### src/shared/sif_pkg.sv
// Constants, register map and types of the dual-channel safe input filter
package sif_pkg;

	// ---------------------------------------------------------------
	// Register map (byte addresses)
	// ---------------------------------------------------------------
	localparam int         ADDR_W       = 8;
	localparam logic [7:0] OFF_PWD_ENTRY = 8'h00;
	localparam logic [7:0] OFF_PWD_NEW   = 8'h04;
	localparam logic [7:0] OFF_PWD_CONF  = 8'h08;
	localparam logic [7:0] OFF_COMM      = 8'h0C;
	localparam logic [7:0] OFF_RST_CMD   = 8'h10;
	localparam logic [7:0] OFF_ENABLE    = 8'h14;
	localparam logic [7:0] OFF_TOL       = 8'h18;
	localparam logic [7:0] OFF_DEB       = 8'h1C;
	localparam logic [7:0] OFF_ODEB      = 8'h20;
	localparam logic [7:0] OFF_STATUS    = 8'h24;
	localparam logic [7:0] OFF_IRQ_STS   = 8'h28;
	localparam logic [7:0] OFF_IRQ_MSK   = 8'h2C;
	localparam logic [7:0] OFF_TGL_LIM   = 8'h30;

	// ---------------------------------------------------------------
	// Field positions
	// ---------------------------------------------------------------
	localparam int ST_STO    = 0;
	localparam int ST_UNLOCK = 1;
	localparam int ST_FA     = 2;
	localparam int ST_FB     = 3;
	localparam int ST_ORD    = 4;
	localparam int IRQ_DISC  = 0;
	localparam int IRQ_TGL   = 1;
	localparam int IRQ_STO   = 2;
	localparam int IRQ_W     = 3;

	// ---------------------------------------------------------------
	// Codes and reset values
	// ---------------------------------------------------------------
	localparam logic [1:0]  RESP_OKAY   = 2'h0;
	localparam logic [1:0]  RESP_SLVERR = 2'h2;
	localparam logic [31:0] PWD_DEF     = 32'h0000_0000;
	localparam logic [7:0]  COMM_READY  = 8'h00;
	localparam logic [7:0]  COMM_SAFETY = 8'h5F;
	localparam logic [7:0]  CMD_IDLE    = 8'h00;
	localparam logic [7:0]  CMD_RESET   = 8'h05;
	localparam logic [3:0]  EN_OFF      = 4'h0;
	localparam logic [3:0]  EN_BASIC    = 4'h1;
	localparam logic [15:0] TOL_MS_DEF  = 16'h01F4;
	localparam logic [7:0]  DEB_MS_DEF  = 8'h01;
	localparam logic [7:0]  ODEB_MS_DEF = 8'h01;
	localparam logic [7:0]  TGL_LIM_DEF = 8'h10;
	localparam logic [15:0] TGL_WIN_MS  = 16'h03E8;

	// ---------------------------------------------------------------
	// Timing: one millisecond tick from a 100 MHz clock
	// ---------------------------------------------------------------
	localparam int CLK_PERIOD_NS  = 10;
	localparam int TICK_PERIOD_NS = 1000000;
	localparam int TICK_CYCLES    = TICK_PERIOD_NS / CLK_PERIOD_NS;

	// Safety settings restored together by the parameter reset
	typedef struct packed {
		logic [3:0]  enable;
		logic [15:0] tol_ms;
		logic [7:0]  deb_ms;
		logic [7:0]  tgl_lim;
	} sif_cfg_t;

	localparam sif_cfg_t CFG_DEF = '{enable: EN_OFF, tol_ms: TOL_MS_DEF,
		deb_ms: DEB_MS_DEF, tgl_lim: TGL_LIM_DEF};

endpackage

### src/core/sif_debounce.sv
// Millisecond debounce filter for one synchronised input level
`timescale 1ns/1ns
module sif_debounce #(
	parameter int W = 8
) (
	// Clock, reset, enable
	input  wire logic         aclk,
	input  wire logic         aresetn,
	input  wire logic         ce,
	// Timebase and setting
	input  wire logic         tick,
	input  wire logic [W-1:0] deb_ms,
	// Level in and out
	input  wire logic         raw,
	output logic              filt
);

	logic [W-1:0] cnt_q;
	logic         last_q;

	// Output follows input only after it stood still for deb_ms ticks;
	// zero setting passes the level through two cycles later
	always_ff @(posedge aclk) begin
		if (!aresetn) begin
			cnt_q  <= '0;
			last_q <= 1'b0;
			filt   <= 1'b0;
		end else if (ce) begin
			last_q <= raw;
			if (raw != last_q) begin
				cnt_q <= '0;
			end else if (raw == filt) begin
				cnt_q <= '0;
			end else if (deb_ms == '0) begin
				filt <= raw;
			end else if (tick) begin
				if (cnt_q >= deb_ms - W'(1)) begin
					filt  <= raw;
					cnt_q <= '0;
				end else begin
					cnt_q <= cnt_q + W'(1);
				end
			end
		end
	end

	// With a zero setting, a steady input level that differs from the output reaches it on the next cycle
	property p_follow;
		@(posedge aclk) disable iff (!aresetn)
		(ce && filt != raw && raw == last_q && deb_ms == '0) |=> filt == $past(raw);
	endproperty
	a_follow: assert property (p_follow)
		else $error("filter did not pass level with zero debounce");

	// A change at the input restarts the debounce time
	property p_restart;
		@(posedge aclk) disable iff (!aresetn)
		(ce && raw != last_q) |=> cnt_q == '0 && $stable(filt);
	endproperty
	a_restart: assert property (p_restart)
		else $error("debounce timer not restarted on input change");

endmodule

### src/core/sif_safe_input.sv
// Dual-channel safe input filter with AXI4-Lite register access
`timescale 1ns/1ns
module sif_safe_input #(
	parameter int TICK_CYCLES = sif_pkg::TICK_CYCLES
) (
	// Clock, reset, enable
	input  wire logic                      aclk,
	input  wire logic                      aresetn,
	input  wire logic                      ce,
	// AXI4-Lite write
	input  wire logic [sif_pkg::ADDR_W-1:0] s_axi_awaddr,
	input  wire logic                      s_axi_awvalid,
	output logic                           s_axi_awready,
	input  wire logic [31:0]               s_axi_wdata,
	input  wire logic [3:0]                s_axi_wstrb,
	input  wire logic                      s_axi_wvalid,
	output logic                           s_axi_wready,
	output logic [1:0]                     s_axi_bresp,
	output logic                           s_axi_bvalid,
	input  wire logic                      s_axi_bready,
	// AXI4-Lite read
	input  wire logic [sif_pkg::ADDR_W-1:0] s_axi_araddr,
	input  wire logic                      s_axi_arvalid,
	output logic                           s_axi_arready,
	output logic [31:0]                    s_axi_rdata,
	output logic [1:0]                     s_axi_rresp,
	output logic                           s_axi_rvalid,
	input  wire logic                      s_axi_rready,
	// Input pins
	input  wire logic                      fs_in_a,
	input  wire logic                      fs_in_b,
	input  wire logic                      ord_in,
	// Results
	output logic                           torque_off_active_flag,
	output logic                           ord_in_filtered,
	output logic                           irq
);

	localparam int TW = $clog2(TICK_CYCLES + 1);

	// ---------------------------------------------------------------
	// State
	// ---------------------------------------------------------------
	logic [31:0]              entry_q, newpwd_q, pwd_q;
	logic [7:0]               comm_q, cmd_q, odeb_q;
	sif_pkg::sif_cfg_t        cfg_q;
	logic [sif_pkg::IRQ_W-1:0] sts_q, mask_q, sts_set;
	logic [2:0]               sync1_q, sync2_q, prev_q, filt;
	logic [TW-1:0]            tick_cnt_q;
	logic                     tick;
	logic [15:0]              dcnt_q, win_q;
	logic [7:0]               tcnt_q;
	logic                     sto_q;
	logic                     wr_fire, rd_fire, wr_ok, unlocked, safe_wr;
	logic [31:0]              wd;
	logic [32:0]              wr_cur, rd_cur;

	// Read view of every register; top bit marks a mapped address
	function automatic logic [32:0] reg_view(input logic [7:0] a);
		logic [32:0] v;
		v = {1'b1, 32'h0000_0000};
		unique case (a)
			sif_pkg::OFF_PWD_ENTRY: v[31:0] = entry_q;
			sif_pkg::OFF_PWD_NEW:   v[31:0] = newpwd_q;
			sif_pkg::OFF_PWD_CONF:  v[31:0] = 32'h0000_0000;
			sif_pkg::OFF_COMM:      v[7:0]  = comm_q;
			sif_pkg::OFF_RST_CMD:   v[7:0]  = cmd_q;
			sif_pkg::OFF_ENABLE:    v[3:0]  = cfg_q.enable;
			sif_pkg::OFF_TOL:       v[15:0] = cfg_q.tol_ms;
			sif_pkg::OFF_DEB:       v[7:0]  = cfg_q.deb_ms;
			sif_pkg::OFF_ODEB:      v[7:0]  = odeb_q;
			sif_pkg::OFF_TGL_LIM:   v[7:0]  = cfg_q.tgl_lim;
			sif_pkg::OFF_IRQ_STS:   v[sif_pkg::IRQ_W-1:0] = sts_q;
			sif_pkg::OFF_IRQ_MSK:   v[sif_pkg::IRQ_W-1:0] = mask_q;
			sif_pkg::OFF_STATUS: begin
				v[sif_pkg::ST_STO]    = sto_q;
				v[sif_pkg::ST_UNLOCK] = unlocked;
				v[sif_pkg::ST_FA]     = filt[0];
				v[sif_pkg::ST_FB]     = filt[1];
				v[sif_pkg::ST_ORD]    = filt[2];
			end
			default: v = 33'h0_0000_0000;
		endcase
		return v;
	endfunction

	// ---------------------------------------------------------------
	// Bus slave
	// ---------------------------------------------------------------

	// Address and data are taken together, so their order does not matter
	assign wr_fire       = ce && s_axi_awvalid && s_axi_wvalid && !s_axi_bvalid;
	assign rd_fire       = ce && s_axi_arvalid && !s_axi_rvalid;
	assign s_axi_awready = wr_fire;
	assign s_axi_wready  = wr_fire;
	assign s_axi_arready = ce && !s_axi_rvalid;
	assign unlocked      = (entry_q == pwd_q);
	assign safe_wr       = unlocked && comm_q == sif_pkg::COMM_SAFETY;

	// Byte-lane merge and write acceptance
	always_comb begin
		wr_cur = reg_view(s_axi_awaddr);
		rd_cur = reg_view(s_axi_araddr);
		for (int i = 0; i < 4; i++) begin
			wd[i*8 +: 8] = s_axi_wstrb[i] ? s_axi_wdata[i*8 +: 8]
				: wr_cur[i*8 +: 8];
		end
		unique case (s_axi_awaddr)
			sif_pkg::OFF_COMM:
				wr_ok = wd[31:8] == 24'h00_0000 &&
					(wd[7:0] == sif_pkg::COMM_READY ||
					wd[7:0] == sif_pkg::COMM_SAFETY);
			sif_pkg::OFF_RST_CMD, sif_pkg::OFF_ENABLE, sif_pkg::OFF_TOL,
			sif_pkg::OFF_DEB, sif_pkg::OFF_TGL_LIM:
				wr_ok = safe_wr;
			sif_pkg::OFF_STATUS:
				wr_ok = 1'b0;
			default:
				wr_ok = wr_cur[32];
		endcase
	end

	// Write response: refused or unmapped writes answer SLVERR
	always_ff @(posedge aclk) begin
		if (!aresetn) begin
			s_axi_bvalid <= 1'b0;
			s_axi_bresp  <= sif_pkg::RESP_OKAY;
		end else if (ce) begin
			if (wr_fire) begin
				s_axi_bvalid <= 1'b1;
				s_axi_bresp  <= wr_ok ? sif_pkg::RESP_OKAY
					: sif_pkg::RESP_SLVERR;
			end else if (s_axi_bready) begin
				s_axi_bvalid <= 1'b0;
			end
		end
	end

	// Read data registered one cycle after the address is taken
	always_ff @(posedge aclk) begin
		if (!aresetn) begin
			s_axi_rvalid <= 1'b0;
			s_axi_rdata  <= 32'h0000_0000;
			s_axi_rresp  <= sif_pkg::RESP_OKAY;
		end else if (ce) begin
			if (rd_fire) begin
				s_axi_rvalid <= 1'b1;
				s_axi_rdata  <= rd_cur[31:0];
				s_axi_rresp  <= rd_cur[32] ? sif_pkg::RESP_OKAY
					: sif_pkg::RESP_SLVERR;
			end else if (s_axi_rready) begin
				s_axi_rvalid <= 1'b0;
			end
		end
	end

	// ---------------------------------------------------------------
	// Password and commissioning
	// ---------------------------------------------------------------

	// New password needs a matching confirm and a value of one or more
	always_ff @(posedge aclk) begin
		if (!aresetn) begin
			entry_q  <= sif_pkg::PWD_DEF;
			newpwd_q <= sif_pkg::PWD_DEF;
			pwd_q    <= sif_pkg::PWD_DEF;
			comm_q   <= sif_pkg::COMM_READY;
		end else if (ce && wr_fire && wr_ok) begin
			unique case (s_axi_awaddr)
				sif_pkg::OFF_PWD_ENTRY: entry_q  <= wd;
				sif_pkg::OFF_PWD_NEW:   newpwd_q <= wd;
				sif_pkg::OFF_PWD_CONF:
					if (unlocked && wd == newpwd_q && wd != 32'h0000_0000)
						pwd_q <= wd;
				sif_pkg::OFF_COMM:      comm_q <= wd[7:0];
				default: ;
			endcase
		end
	end

	// Reset command: one cycle to restore, then reads back idle
	always_ff @(posedge aclk) begin
		if (!aresetn) begin
			cmd_q <= sif_pkg::CMD_IDLE;
			cfg_q <= sif_pkg::CFG_DEF;
		end else if (ce) begin
			if (cmd_q == sif_pkg::CMD_RESET) begin
				cmd_q <= sif_pkg::CMD_IDLE;
				cfg_q <= sif_pkg::CFG_DEF;
			end else if (wr_fire && wr_ok) begin
				unique case (s_axi_awaddr)
					sif_pkg::OFF_RST_CMD: cmd_q <= wd[7:0];
					sif_pkg::OFF_ENABLE:  cfg_q.enable  <= wd[3:0];
					sif_pkg::OFF_TOL:     cfg_q.tol_ms  <= wd[15:0];
					sif_pkg::OFF_DEB:     cfg_q.deb_ms  <= wd[7:0];
					sif_pkg::OFF_TGL_LIM: cfg_q.tgl_lim <= wd[7:0];
					default: ;
				endcase
			end
		end
	end

	// Ordinary debounce and mask sit outside the safety reset
	always_ff @(posedge aclk) begin
		if (!aresetn) begin
			odeb_q <= sif_pkg::ODEB_MS_DEF;
			mask_q <= '0;
		end else if (ce && wr_fire && wr_ok) begin
			if (s_axi_awaddr == sif_pkg::OFF_ODEB)
				odeb_q <= wd[7:0];
			if (s_axi_awaddr == sif_pkg::OFF_IRQ_MSK)
				mask_q <= wd[sif_pkg::IRQ_W-1:0];
		end
	end

	// ---------------------------------------------------------------
	// Input path
	// ---------------------------------------------------------------

	// Two-stage synchronisers, plus a copy for change detection
	always_ff @(posedge aclk) begin
		if (!aresetn) begin
			sync1_q <= 3'h0;
			sync2_q <= 3'h0;
			prev_q  <= 3'h0;
		end else if (ce) begin
			sync1_q <= {ord_in, fs_in_b, fs_in_a};
			sync2_q <= sync1_q;
			prev_q  <= sync2_q;
		end
	end

	// Millisecond timebase shared by every timer
	always_ff @(posedge aclk) begin
		if (!aresetn) begin
			tick_cnt_q <= '0;
		end else if (ce) begin
			tick_cnt_q <= tick ? '0 : tick_cnt_q + TW'(1);
		end
	end
	assign tick = (tick_cnt_q == TW'(TICK_CYCLES - 1));

	// Safe channels use the safe setting, the ordinary one its own
	generate
		for (genvar g = 0; g < 3; g++) begin : g_filt
			sif_debounce #(.W(8)) u_deb (
				.aclk    (aclk),
				.aresetn (aresetn),
				.ce      (ce),
				.tick    (tick),
				.deb_ms  (g == 2 ? odeb_q : cfg_q.deb_ms),
				.raw     (sync2_q[g]),
				.filt    (filt[g])
			);
		end
	endgenerate
	assign ord_in_filtered = filt[2];

	// ---------------------------------------------------------------
	// Monitoring and reaction
	// ---------------------------------------------------------------

	// Discrepancy time, restarted whenever the channels agree again
	always_ff @(posedge aclk) begin
		if (!aresetn) begin
			dcnt_q <= '0;
		end else if (ce) begin
			if (filt[0] == filt[1])
				dcnt_q <= '0;
			else if (tick && dcnt_q != 16'hFFFF)
				dcnt_q <= dcnt_q + 16'h0001;
		end
	end

	// Level changes on either safe channel counted per fixed window
	always_ff @(posedge aclk) begin
		if (!aresetn) begin
			win_q  <= '0;
			tcnt_q <= '0;
		end else if (ce) begin
			if (tick && win_q == sif_pkg::TGL_WIN_MS - 16'h0001) begin
				win_q  <= '0;
				tcnt_q <= '0;
			end else begin
				if (tick)
					win_q <= win_q + 16'h0001;
				if (sync2_q[1:0] != prev_q[1:0] && tcnt_q != 8'hFF)
					tcnt_q <= tcnt_q + 8'h01;
			end
		end
	end

	// Events; a set in the clearing cycle wins over the clear
	always_comb begin
		sts_set = '0;
		sts_set[sif_pkg::IRQ_DISC] = tick && filt[0] != filt[1] &&
			dcnt_q >= cfg_q.tol_ms;
		sts_set[sif_pkg::IRQ_TGL]  = tcnt_q > cfg_q.tgl_lim;
		sts_set[sif_pkg::IRQ_STO]  = !sto_q &&
			cfg_q.enable == sif_pkg::EN_BASIC && (filt[1:0] != 2'h3);
	end

	always_ff @(posedge aclk) begin
		if (!aresetn) begin
			sts_q <= '0;
		end else if (ce) begin
			if (wr_fire && wr_ok && s_axi_awaddr == sif_pkg::OFF_IRQ_STS)
				sts_q <= (sts_q & ~wd[sif_pkg::IRQ_W-1:0]) | sts_set;
			else
				sts_q <= sts_q | sts_set;
		end
	end

	// Torque-off on the first low channel or a latched fault
	always_ff @(posedge aclk) begin
		if (!aresetn) begin
			sto_q <= 1'b0;
		end else if (ce) begin
			sto_q <= cfg_q.enable == sif_pkg::EN_BASIC &&
				(!filt[0] || !filt[1] ||
				sts_q[sif_pkg::IRQ_DISC] || sts_q[sif_pkg::IRQ_TGL]);
		end
	end
	assign torque_off_active_flag = sto_q;
	assign irq = |(sts_q & mask_q);

	// ---------------------------------------------------------------
	// Checks
	// ---------------------------------------------------------------
	property p_pwd_range;
		@(posedge aclk) disable iff (!aresetn)
		$changed(pwd_q) |-> pwd_q != 32'h0000_0000 && $past(unlocked);
	endproperty
	a_pwd_range: assert property (p_pwd_range)
		else $error("password changed to zero or while locked");

	property p_comm_legal;
		@(posedge aclk) disable iff (!aresetn)
		comm_q == sif_pkg::COMM_READY || comm_q == sif_pkg::COMM_SAFETY;
	endproperty
	a_comm_legal: assert property (p_comm_legal)
		else $error("commissioning filter holds illegal value");

	property p_cmd_clear;
		@(posedge aclk) disable iff (!aresetn)
		(ce && cmd_q == sif_pkg::CMD_RESET) |=> cmd_q == sif_pkg::CMD_IDLE
			&& cfg_q == sif_pkg::CFG_DEF;
	endproperty
	a_cmd_clear: assert property (p_cmd_clear)
		else $error("reset command did not restore and clear");

	property p_keep_ord;
		@(posedge aclk) disable iff (!aresetn)
		(cmd_q == sif_pkg::CMD_RESET) |=> $stable(odeb_q) && $stable(pwd_q);
	endproperty
	a_keep_ord: assert property (p_keep_ord)
		else $error("safety reset touched ordinary settings");

	property p_inhibit;
		@(posedge aclk) disable iff (!aresetn)
		(ce && cfg_q.enable != sif_pkg::EN_BASIC) |=> !sto_q;
	endproperty
	a_inhibit: assert property (p_inhibit)
		else $error("torque-off active while functions inhibited");

	property p_select;
		@(posedge aclk) disable iff (!aresetn)
		(ce && cfg_q.enable == sif_pkg::EN_BASIC && filt[1:0] != 2'h3)
			|=> sto_q;
	endproperty
	a_select: assert property (p_select)
		else $error("low channel did not select torque-off next cycle");

	property p_disc;
		@(posedge aclk) disable iff (!aresetn)
		(ce && tick && filt[0] != filt[1] && dcnt_q >= cfg_q.tol_ms)
			|=> sts_q[sif_pkg::IRQ_DISC] ##1 sto_q ||
			cfg_q.enable != sif_pkg::EN_BASIC;
	endproperty
	a_disc: assert property (p_disc)
		else $error("persistent mismatch not reported as fault");

	property p_toggle;
		@(posedge aclk) disable iff (!aresetn)
		(ce && tcnt_q > cfg_q.tgl_lim) |=> sts_q[sif_pkg::IRQ_TGL];
	endproperty
	a_toggle: assert property (p_toggle)
		else $error("excess toggling not reported as fault");

endmodule

### config.mk
export PLATFORM = sky130hd
export DESIGN_NAME = sif_safe_input
export DESIGN_NICKNAME = d
export VERILOG_FILES = /design/src/shared/sif_pkg.sv /design/src/core/sif_debounce.sv /design/src/core/sif_safe_input.sv
export SDC_FILE = /design/constraint.sdc
export NUM_CORES = 1
export LEC_CHECK = 0
export ABC_AREA = 1
export BUFFER_PORTS_ARGS = -buffer_cell sky130_fd_sc_hd__buf_2
export CORE_ASPECT_RATIO = 1.4
export CORE_MARGIN = 2
export CORE_UTILIZATION = 45
export CTS_CLUSTER_DIAMETER = 30
export DETAILED_ROUTE_END_ITERATION = 16
export PLACE_DENSITY_LB_ADDON = 0.1
export RECOVER_POWER = 50
export SLEW_MARGIN = 20
export SYNTH_ARGS = -nofsm -noshare
export SYNTH_HDL_FRONTEND = slang
export SYNTH_SLANG_ARGS = --single-unit
export TNS_END_PERCENT = 20
### constraint.sdc
create_clock -name aclk -period 5.9 [get_ports aclk]
set_clock_uncertainty 0.15 [all_clocks]
set_input_delay 1.18 -clock aclk [delete_from_list [all_inputs] [get_ports aclk]]
set_output_delay 1.18 -clock aclk [all_outputs]
set_load 0.02 [all_outputs]
# [After elaboration in Yosys (flattened, before gate mapping)]
# Index checks and enable logic that the tools add are counted.
# Widths: inputs -> output; s select.
[word_totals] in_bits=63 mem_bits_rw=0 rom_bits=0 wordCells=257 latch_bits=0 ff_bits=296 n_memories=0 output_inout_bits=44
[classes] n_div=0 multipliers=0 n_bitwise=11 addsub=9 n_eq_ne=47 muxes=66 shift=0 n_lt_le_gt_ge=5 n_reduce_logical=85
[ops] op="$mux 8" n=26
[ops] op="$eq 8x6->1 const B" n=10
[ops] op="$mux 16" n=5
[ops] op="$mux 36" n=2
[ops] op="$pmux 3 s12" n=2
[ops] op="$eq 32x32->1" n=2
[ops] op="$eq 8x5->1 const B" n=8
[ops] op="$pmux 16 s2" n=2
[ops] op="$pmux 3 s8" n=2
[ops] op="$pmux 8 s3" n=2
[ops] op="$logic_not 8->1" n=5
[ops] op="$add 16x1->16 const B" n=2
[ops] op="$add 8x1->8 const B" n=4
[ops] op="$eq 8x4->1 const B" n=4
[ops] op="$reduce_bool 2->1" n=16
[ops] op="$reduce_bool 32->1" n=1
[ops] op="$reduce_and 3->1" n=9
[ops] op="$eq 8x3->1 const B" n=3
[ops] op="$ge 8x8->1" n=3
[ops] op="$logic_not 24->1" n=1
[ops] op="$reduce_and 2->1" n=12
[ops] op="$logic_and 1x1->1" n=22
[ops] op="$pmux 1 s10" n=2
[ops] op="$pmux 1 s9" n=2
[ops] op="33 further kinds" n=76

# [Logic depth before layout (Yosys ltp)]
# Gate-level depths: netlist (run 1).
[logic_depth] ltp_word=10 depth_mapped=24 ltp_nobuf=22

# [Cells and area by module]
# Synthesis (run 1) repeated with hierarchy kept, for this count alone.
[hier_totals] hier_cells=3001 area_unflattened_um2=18336.3
[modules_own_cells] mod="sif_safe_input" area_per_inst_um2=15457.3 seq_area_each_um2=5285.1 n_inst=1 cells_per_inst=2530
[modules_own_cells] mod="sif_debounce" area_per_inst_um2=959.7 seq_area_each_um2=200.2 n_inst=3 cells_per_inst=157

# [Worst setup path before layout (run 1)]
# OpenSTA, ideal clock, no wires.
[synth_timing] path_type="input to register" startpoint="in s_axi_awaddr[7] in the netlist's numbering" endpoint="reg pwd_q[31]" setup_ps=115 slack_ps=2408 cell_stages=20 n_path_buf=2 t_arrival_ps=3227 required_ps=5635 cell_sequence="nor2_2 -> nand3_1 -> nor2_1 -> nand2_1 -> nand2_1 -> nor2_1 -> nand3_1 -> nand2_1 -> nand2_2 -> nand2_1 -> nor2_1 -> nand3_1 -> nand2_1 -> nand2_2 -> a21boi_2 -> buf_6 -> buf_2 -> nand3_1 -> nand2_1 -> nor2_1"
[synth_via] elab_chain_cells=9 elab_cells_between_ends=38 cone_classes="14 x eq/ne; 12 x mux; 12 x reduce/logical"
[synth_rtl] item="start, declared" line="sif_safe_input.sv:11" source="input wire logic [sif_pkg::ADDR_W-1:0] s_axi_awaddr,"
[synth_rtl] item="$eq 8x6->1, or another cell as far along" line="sif_safe_input.sv:62, sif_safe_input.sv:108"
[synth_rtl] item="$pmux 3 s12, or another cell as far along" line="sif_safe_input.sv:62" source="unique case (a)"
[synth_rtl] item="$mux 8" line="sif_safe_input.sv:105" source="wd[i*8 +: 8] = s_axi_wstrb[i] ? s_axi_wdata[i*8 +: 8]"
[synth_rtl] item="$eq 8x7->1 or $logic_not 8->1 (tied branches)" line="sif_safe_input.sv:112, sif_safe_input.sv:111"
[synth_rtl] item="$logic_or 1x1->1" line="sif_safe_input.sv:111" source="(wd[7:0] == sif_pkg::COMM_READY ||"
[synth_rtl] item="$logic_and 1x1->1" line="sif_safe_input.sv:110" source="wr_ok = wd[31:8] == 24'h00_0000 &&"
[synth_rtl] item="$pmux 1 s3" line="sif_safe_input.sv:108" source="unique case (s_axi_awaddr)"
[synth_rtl] item="$logic_and 1x1->1" line="sif_safe_input.sv:168" source="end else if (ce && wr_fire && wr_ok) begin"
[synth_rtl] item="$reduce_and 3->1 (no source line)"
[synth_rtl] item="end signal, assigned" line="sif_safe_input.sv:166" source="pwd_q <= sif_pkg::PWD_DEF;"
[synth_rtl] item="end signal, assigned" line="sif_safe_input.sv:174" source="pwd_q <= wd;"
[synth_rtl] item="end, declared" line="sif_safe_input.sv:44" source="logic [31:0] entry_q, newpwd_q, pwd_q;"
# Parallel ways exist; a longest one is shown, timed or not.
# A chain may end at the register's enable or synchronous reset.

==> results.json, run 1 <==
{
  "multi_input_area_mm2": 0.01003,
  "core_area_mm2": 0.03861,
  "tns_ns": 0,
  "cts_tree": "yes",
  "grt_max_degree": 87,
  "clkSinkCount": 292,
  "layout.nets": 3023,
  "clock_latency_ns": 0.59,
  "io_pins": 107,
  "fin_ws_ns": 0.9278,
  "area_growth_pct": 19.50,
  "synth_edf_count": 0,
  "finalHoldViolCount": 0,
  "maxCapViolations": 3,
  "startpoint_type": "input pin",
  "r2r_cells": 7,
  "track_usage_pct": 31.20,
  "cts_buffers": 73,
  "via_per_inst": 5.377,
  "status": "finished, violations left",
  "die_x_um": 171.3,
  "drt_first_iter_violations": 1356,
  "post_cts.repair.setup_buffers": 0,
  "wire_per_inst_um": 18.37,
  "synth_area_per_cell_um2": 6.305,
  "worstReg2RegEnd": "s_axi_rdata[8]",
  "cts_buffer_depth": 3,
  "h-tree-depth": 3,
  "worstReg2RegStart": "s_axi_rvalid",
  "die_area_mm2": 0.04081,
  "clk_pin_slew_ns": 0.04,
  "finalMaxSlewViolations": 147,
  "cts_resized": 0,
  "tightestPinTransition_ns": 3.613,
  "crit_arrival_ns": 5.30,
  "worstPathRequired_ns": 6.23,
  "synth_cell_type_count": 50,
  "ir_drop_mv": 0.2420,
  "grt_pass1_vias": 17959,
  "holdCritStartpoint": "s_axi_rdata[10]",
  "portBuffers": 104,
  "violations": "max-capacitance violations, max-slew violations",
  "ys_ff_latch": 292,
  "grt-ovfl-total": 0,
  "regArea_mm2": 0.005846,
  "netlist_area_mm2": 0.01764,
  "yosysWarnings": 0,
  "ant_nets": 0,
  "powerDensity_mw_per_mm2": 311.7,
  "synth-async-reset-ratio_pct": 0,
  "firstDrtPassIters": 5,
  "clockRootBuffer": "clkbuf_16",
  "fillers": 3902,
  "end_kind": "register",
  "min_period_ns": 4.972,
  "power_leakage_nw": 9.448,
  "ys.flop_type": "dfxtp_1",
  "fin_crit_sh_pct": 84.27,
  "slew_headroom_pct": -140.8,
  "start_util_pct": 45.68,
  "worst_hold_path_type": "reg2reg",
  "remaining_drc_errors": 0,
  "yosysSeqAreaShare_pct": 33.15,
  "routabilityCongestion": 1.069,
  "grt_pass1_wl_um": 98030,
  "synth_cells": 2797,
  "rsz0062_at_grt": "false",
  "r2r_slack_ns": 1.76,
  "die_y_um": 238.2,
  "holdBufCountCts": 0,
  "drive_gt1_share_pct": 8.857,
  "fp-row-count": 85,
  "hold_depth": 2,
  "antenna_found_initial": 1,
  "fmax_ghz": 0.2011,
  "place_hpwl_um": 47490,
  "vias": 18718,
  "dp_slack_ns": 0.8296,
  "critPathMaxFanout": 76,
  "setup_viol_count_final": 0,
  "drt-total-wl_um": 63950,
  "critPathKind": "in2reg",
  "holdPathEnd": "s_axi_rdata[10]"
}
-- Yosys cell counts (all sizes together), types with 3 or more instances --
cell type	number	area, µm²
a211oi	10	75.07
a21boi	6	48.80
a21oi	179	899.6
a221oi	10	87.58
a31oi	4	25.02
buf	60	384.1
clkbuf	44	165.2
dfxtp	292	5846
ha	60	750.7
inv	329	1235
nand2	776	2945
nand3	226	1131
nand4	38	237.7
nor2	446	1722
nor3	42	215.2
nor3b	12	90.09
nor4	14	87.58
o2111ai	5	43.79
o211ai	4	30.03
o21a	3	22.52
o21ai	95	475.5
o21bai	3	22.52
o221ai	20	175.2
o22ai	28	181.4
o41ai	4	35.03
or2	14	87.58
xnor2	24	210.2
xor2	37	324.1
-- final cells by class --
class / instances / area share, %
Tap cell: 522 / 3.099
Inverter: 331 / 5.896
Multi-Input combinational cell: 2071 / 47.60
Clock buffer: 97 / 10.06
Clock inverter: 36 / 2.310
Antenna cell: 1 / 0.01187
Sequential cell: 292 / 27.74
Timing Repair Buffer: 131 / 3.283
-- power breakdown --
group | switching, mW | total, mW | leakage [nW] | internal (mW)
logic | 0.237 | 0.329 | 5.82 | 0.0920
registers | 0.0127 | 2.01 | 2.36 | 2.00
clock network | 1.28 | 4.23 | 1.27 | 2.95
total | 1.53 | 6.57 | 9.45 | 5.04
-- through the flow --
stage	hold slack, ns	instance area, µm²	cells	utilization [%]	power, mW
after floorplan	0.2904	17640	2798	-	2.252
after global placement	0.3004	18530	3347	48.00	2.367
after detailed placement	0.3034	18540	3347	48.02	2.371
after CTS	0.3106	21150	3480	54.78	6.612
after global routing	0.3320	21070	3481	54.59	6.752
final	0.3103	21070	3481	54.59	6.569
-- cell usage in the layout (no fill, tap or decap), types with 9 or more instances in the layout --
cell	count
nand4_1	38
xor2_1	37
nor2_1	434
a21oi_1	175
bufinv_16	10
buf_2	61
o21ai_1	15
o22ai_1	27
nor3b_1	12
clkinv_2	11
xnor2_1	24
nand3_1	226
inv_1	320
or2_2	14
a211oi_1	10
o21ai_0	80
buf_4	18
nor4_1	14
clkbuf_16	76
clkbuf_1	55
inv_2	9
nand2_1	766
a221oi_1	10
clkbuf_8	14
nor3_1	41
ha_1	60
dfxtp_1	292
o221ai_1	20
-- worst max-delay path: stages --
cell and delay [ns]:
buf_6 0.20, clkbuf_1 2.54, o21ai_1 0.91, nor3b_1 0.41
-- worst max-delay path by stage --
stage | from | cells past startpoint | slack, ns | to
final | aresetn | 4 | 0.93 | g_filt[0].u_deb.cnt_q[7]
after global routing | aresetn | 4 | 0.62 | g_filt[0].u_deb.cnt_q[7]
after CTS | s_axi_awaddr[4] | 20 | 1.39 | pwd_q[0]
after detailed placement | s_axi_awaddr[4] | 20 | 0.83 | pwd_q[0]
after global placement | s_axi_awaddr[4] | 20 | 0.86 | pwd_q[14]
after floorplan | s_axi_awaddr[7] | 20 | 2.41 | pwd_q[31]
-- cell families (layout without fill, tap and decap cells) --
logic type	Yosys count	in the layout	share of synthesized area, %
and+or+nand+nor	1574	1574	37.18
other	1	3	0.02126
xor gates and xnor gates	61	61	3.029
buffers and inverters	435	595	10.16
adders and majority gates	60	60	4.257
DFF	292	292	33.15
AOI/OAI and AO/OA	374	374	12.20
-- flip-flops by register name, summed over array words and instances, names as in the netlist, 2 cells and up --
name,cells
g_filt.u_deb.cnt_q,24
comm_q,8
cmd_q,8
tick_cnt_q,17
odeb_q,8
mask_q,3
pwd_q,32
sync2_q,3
prev_q,2
sync1_q,3
s_axi_rdata,32
g_filt.u_deb.filt,3
dcnt_q,16
tcnt_q,8
cfg_q,36
win_q,16
sts_q,3
newpwd_q,32
entry_q,32
-- layer usage --
layer	GRT usage (%)	wire, µm
met1	33.14	23820
met2	55.28	31580
met3	5.109	3769
met4	22.62	4776
met5	0	0
(Power assumes the default switching activity.)
==> inputs of run 2 (changes only) <==
==> constraint.sdc (replaced) <==
create_clock -name aclk -period 4.5 [get_ports aclk]
set_clock_uncertainty 0.15 [all_clocks]
set_input_delay 0.9 -clock aclk [delete_from_list [all_inputs] [get_ports aclk]]
set_output_delay 0.9 -clock aclk [all_outputs]
set_load 0.02 [all_outputs]
==> results.json, run 2 (synthesis results as in run 1) <==
{
  "status": "finished, violations left",
  "violations": "max-capacitance violations, max-slew violations",
  "antenna_found_initial": 0,
  "critPathMaxFanout": 46,
  "drive_gt1_share_pct": 9.648,
  "crit_arrival_ns": 4.28,
  "drt-total-wl_um": 64970,
  "finalHoldViolCount": 0,
  "r2r_slack_ns": 1.21,
  "regMostFlops": "cfg_q",
  "fin_crit_sh_pct": 88.47,
  "vias": 18771,
  "fillers": 3937,
  "grt_max_degree": 87,
  "h-tree-depth": 3,
  "post_cts.repair.setup_buffers": 0,
  "worstPathRequired_ns": 4.80,
  "tightestPinTransition_ns": 2.074,
  "largest_register_ffs": 36,
  "critPathKind": "in2reg",
  "die_x_um": 171.3,
  "drt_first_iter_violations": 1362,
  "finalMaxSlewViolations": 165,
  "track_usage_pct": 31.64,
  "wire_per_inst_um": 18.53,
  "cts_buffers": 66,
  "crit_buf_inv": 2,
  "remaining_drc_errors": 0,
  "ir_drop_mv": 0.3551,
  "grt_pass1_vias": 17946,
  "grt-ovfl-total": 0,
  "startpoint_type": "input pin",
  "fp-row-count": 85,
  "holdBufCountCts": 0,
  "clk_pin_slew_ns": 0.05,
  "io_pins": 107,
  "grt_pass1_wl_um": 98950,
  "final_common_cell": "nand2_1",
  "start_util_pct": 45.68,
  "clockRootBuffer": "clkbuf_16",
  "path_cells": "clkbuf_1 -> inv_1 -> a211oi_1",
  "portBuffers": 104,
  "die_y_um": 238.2,
  "clkSinkCount": 292,
  "powerDensity_mw_per_mm2": 391.3,
  "area_growth_pct": 20.26,
  "fmax_ghz": 0.2512,
  "ant_nets": 0,
  "cp_slowest_cell": "inv_1",
  "final_cell_mix": "nand2_1 (766), nor2_1 (434), inv_1 (321)",
  "firstDrtPassIters": 7,
  "place_hpwl_um": 49380,
  "slew_headroom_pct": -38.26,
  "power_leakage_nw": 9.555,
  "slowest_delay_ns": 1.54,
  "rsz0062_at_grt": "false",
  "clock_latency_ns": 0.59,
  "tns_ns": 0,
  "dp.cells": 3386,
  "core_area_mm2": 0.03861,
  "setup_viol_count_final": 0,
  "maxCapViolations": 3,
  "routabilityCongestion": 1.015,
  "cts_resized": 0,
  "fin_cells": 3507,
  "antenna_cells": 0,
  "die_area_mm2": 0.04081,
  "via_per_inst": 5.352,
  "crit_family": "buffers and inverters",
  "layout.nets": 3055,
  "cts_tree": "yes",
  "min_period_ns": 3.981,
  "cts_buffer_depth": 3,
  "worst_hold_path_type": "reg2reg",
  "end_kind": "register"
}
==> run 2: worst paths after layout <==
kind	startpoint	endpoint	cells past startpoint
setup / recovery	aresetn	tick_cnt_q[4]	3
hold / removal	s_axi_rdata[14]	s_axi_rdata[14]	2
setup reg to reg	tick_cnt_q[0]	win_q[13]	12
hold reg to reg	s_axi_rdata[14]	s_axi_rdata[14]	2
==> run 2: per-layer routing <==
metal	track usage, %	share of wire, %	vias up
met2	57.67	51	587
met5	0	0	-
met4	20.29	6.7	0
met3	5.059	4.5	195
met1	33.38	38	8673
li1	-	-	9316
==> run 2: power breakdown <==
| group | total [mW] | internal, mW | leakage, nW | switching, mW |
|---|---|---|---|---|
| sequential | 2.63 | 2.62 | 2.36 | 0.0176 |
| combinational | 0.447 | 0.130 | 6.02 | 0.317 |
| clock | 5.22 | 3.60 | 1.18 | 1.61 |
| total | 8.30 | 6.35 | 9.55 | 1.95 |
==> run 2: metrics by stage <==
step	setup WS, ns	instance area [µm²]	utilization, %	total power [mW]	hold WS (ns)
after floorplan	1.288	17640	-	2.953	0.2904
after global placement	0.03492	18860	48.86	3.125	0.3013
after detailed placement	0.02963	18860	48.86	3.129	0.3044
after CTS	0.6388	21290	55.15	8.358	0.3119
after global routing	0.3362	21210	54.93	8.530	0.3416
final	0.5189	21210	54.93	8.298	0.3121
==> run 2: tightest hold or removal path, delay by kind of cell, from the launching register on <==
family	cells	cell delay [ns]
compound gates	1	0.05
simple gates	1	0.06
flops	1	0.30
==> run 2: cell type report <==
type | count | area [µm²] | area share [%]
multi-input cells | 2071 | 10020 | 47.26
flip-flops and latches | 292 | 5846 | 27.56
clock buffers | 87 | 1934 | 9.121
inverters | 331 | 1242 | 5.858
repair buffers | 170 | 1015 | 4.785
well taps | 522 | 653.1 | 3.080
clock inverters | 34 | 494.2 | 2.330
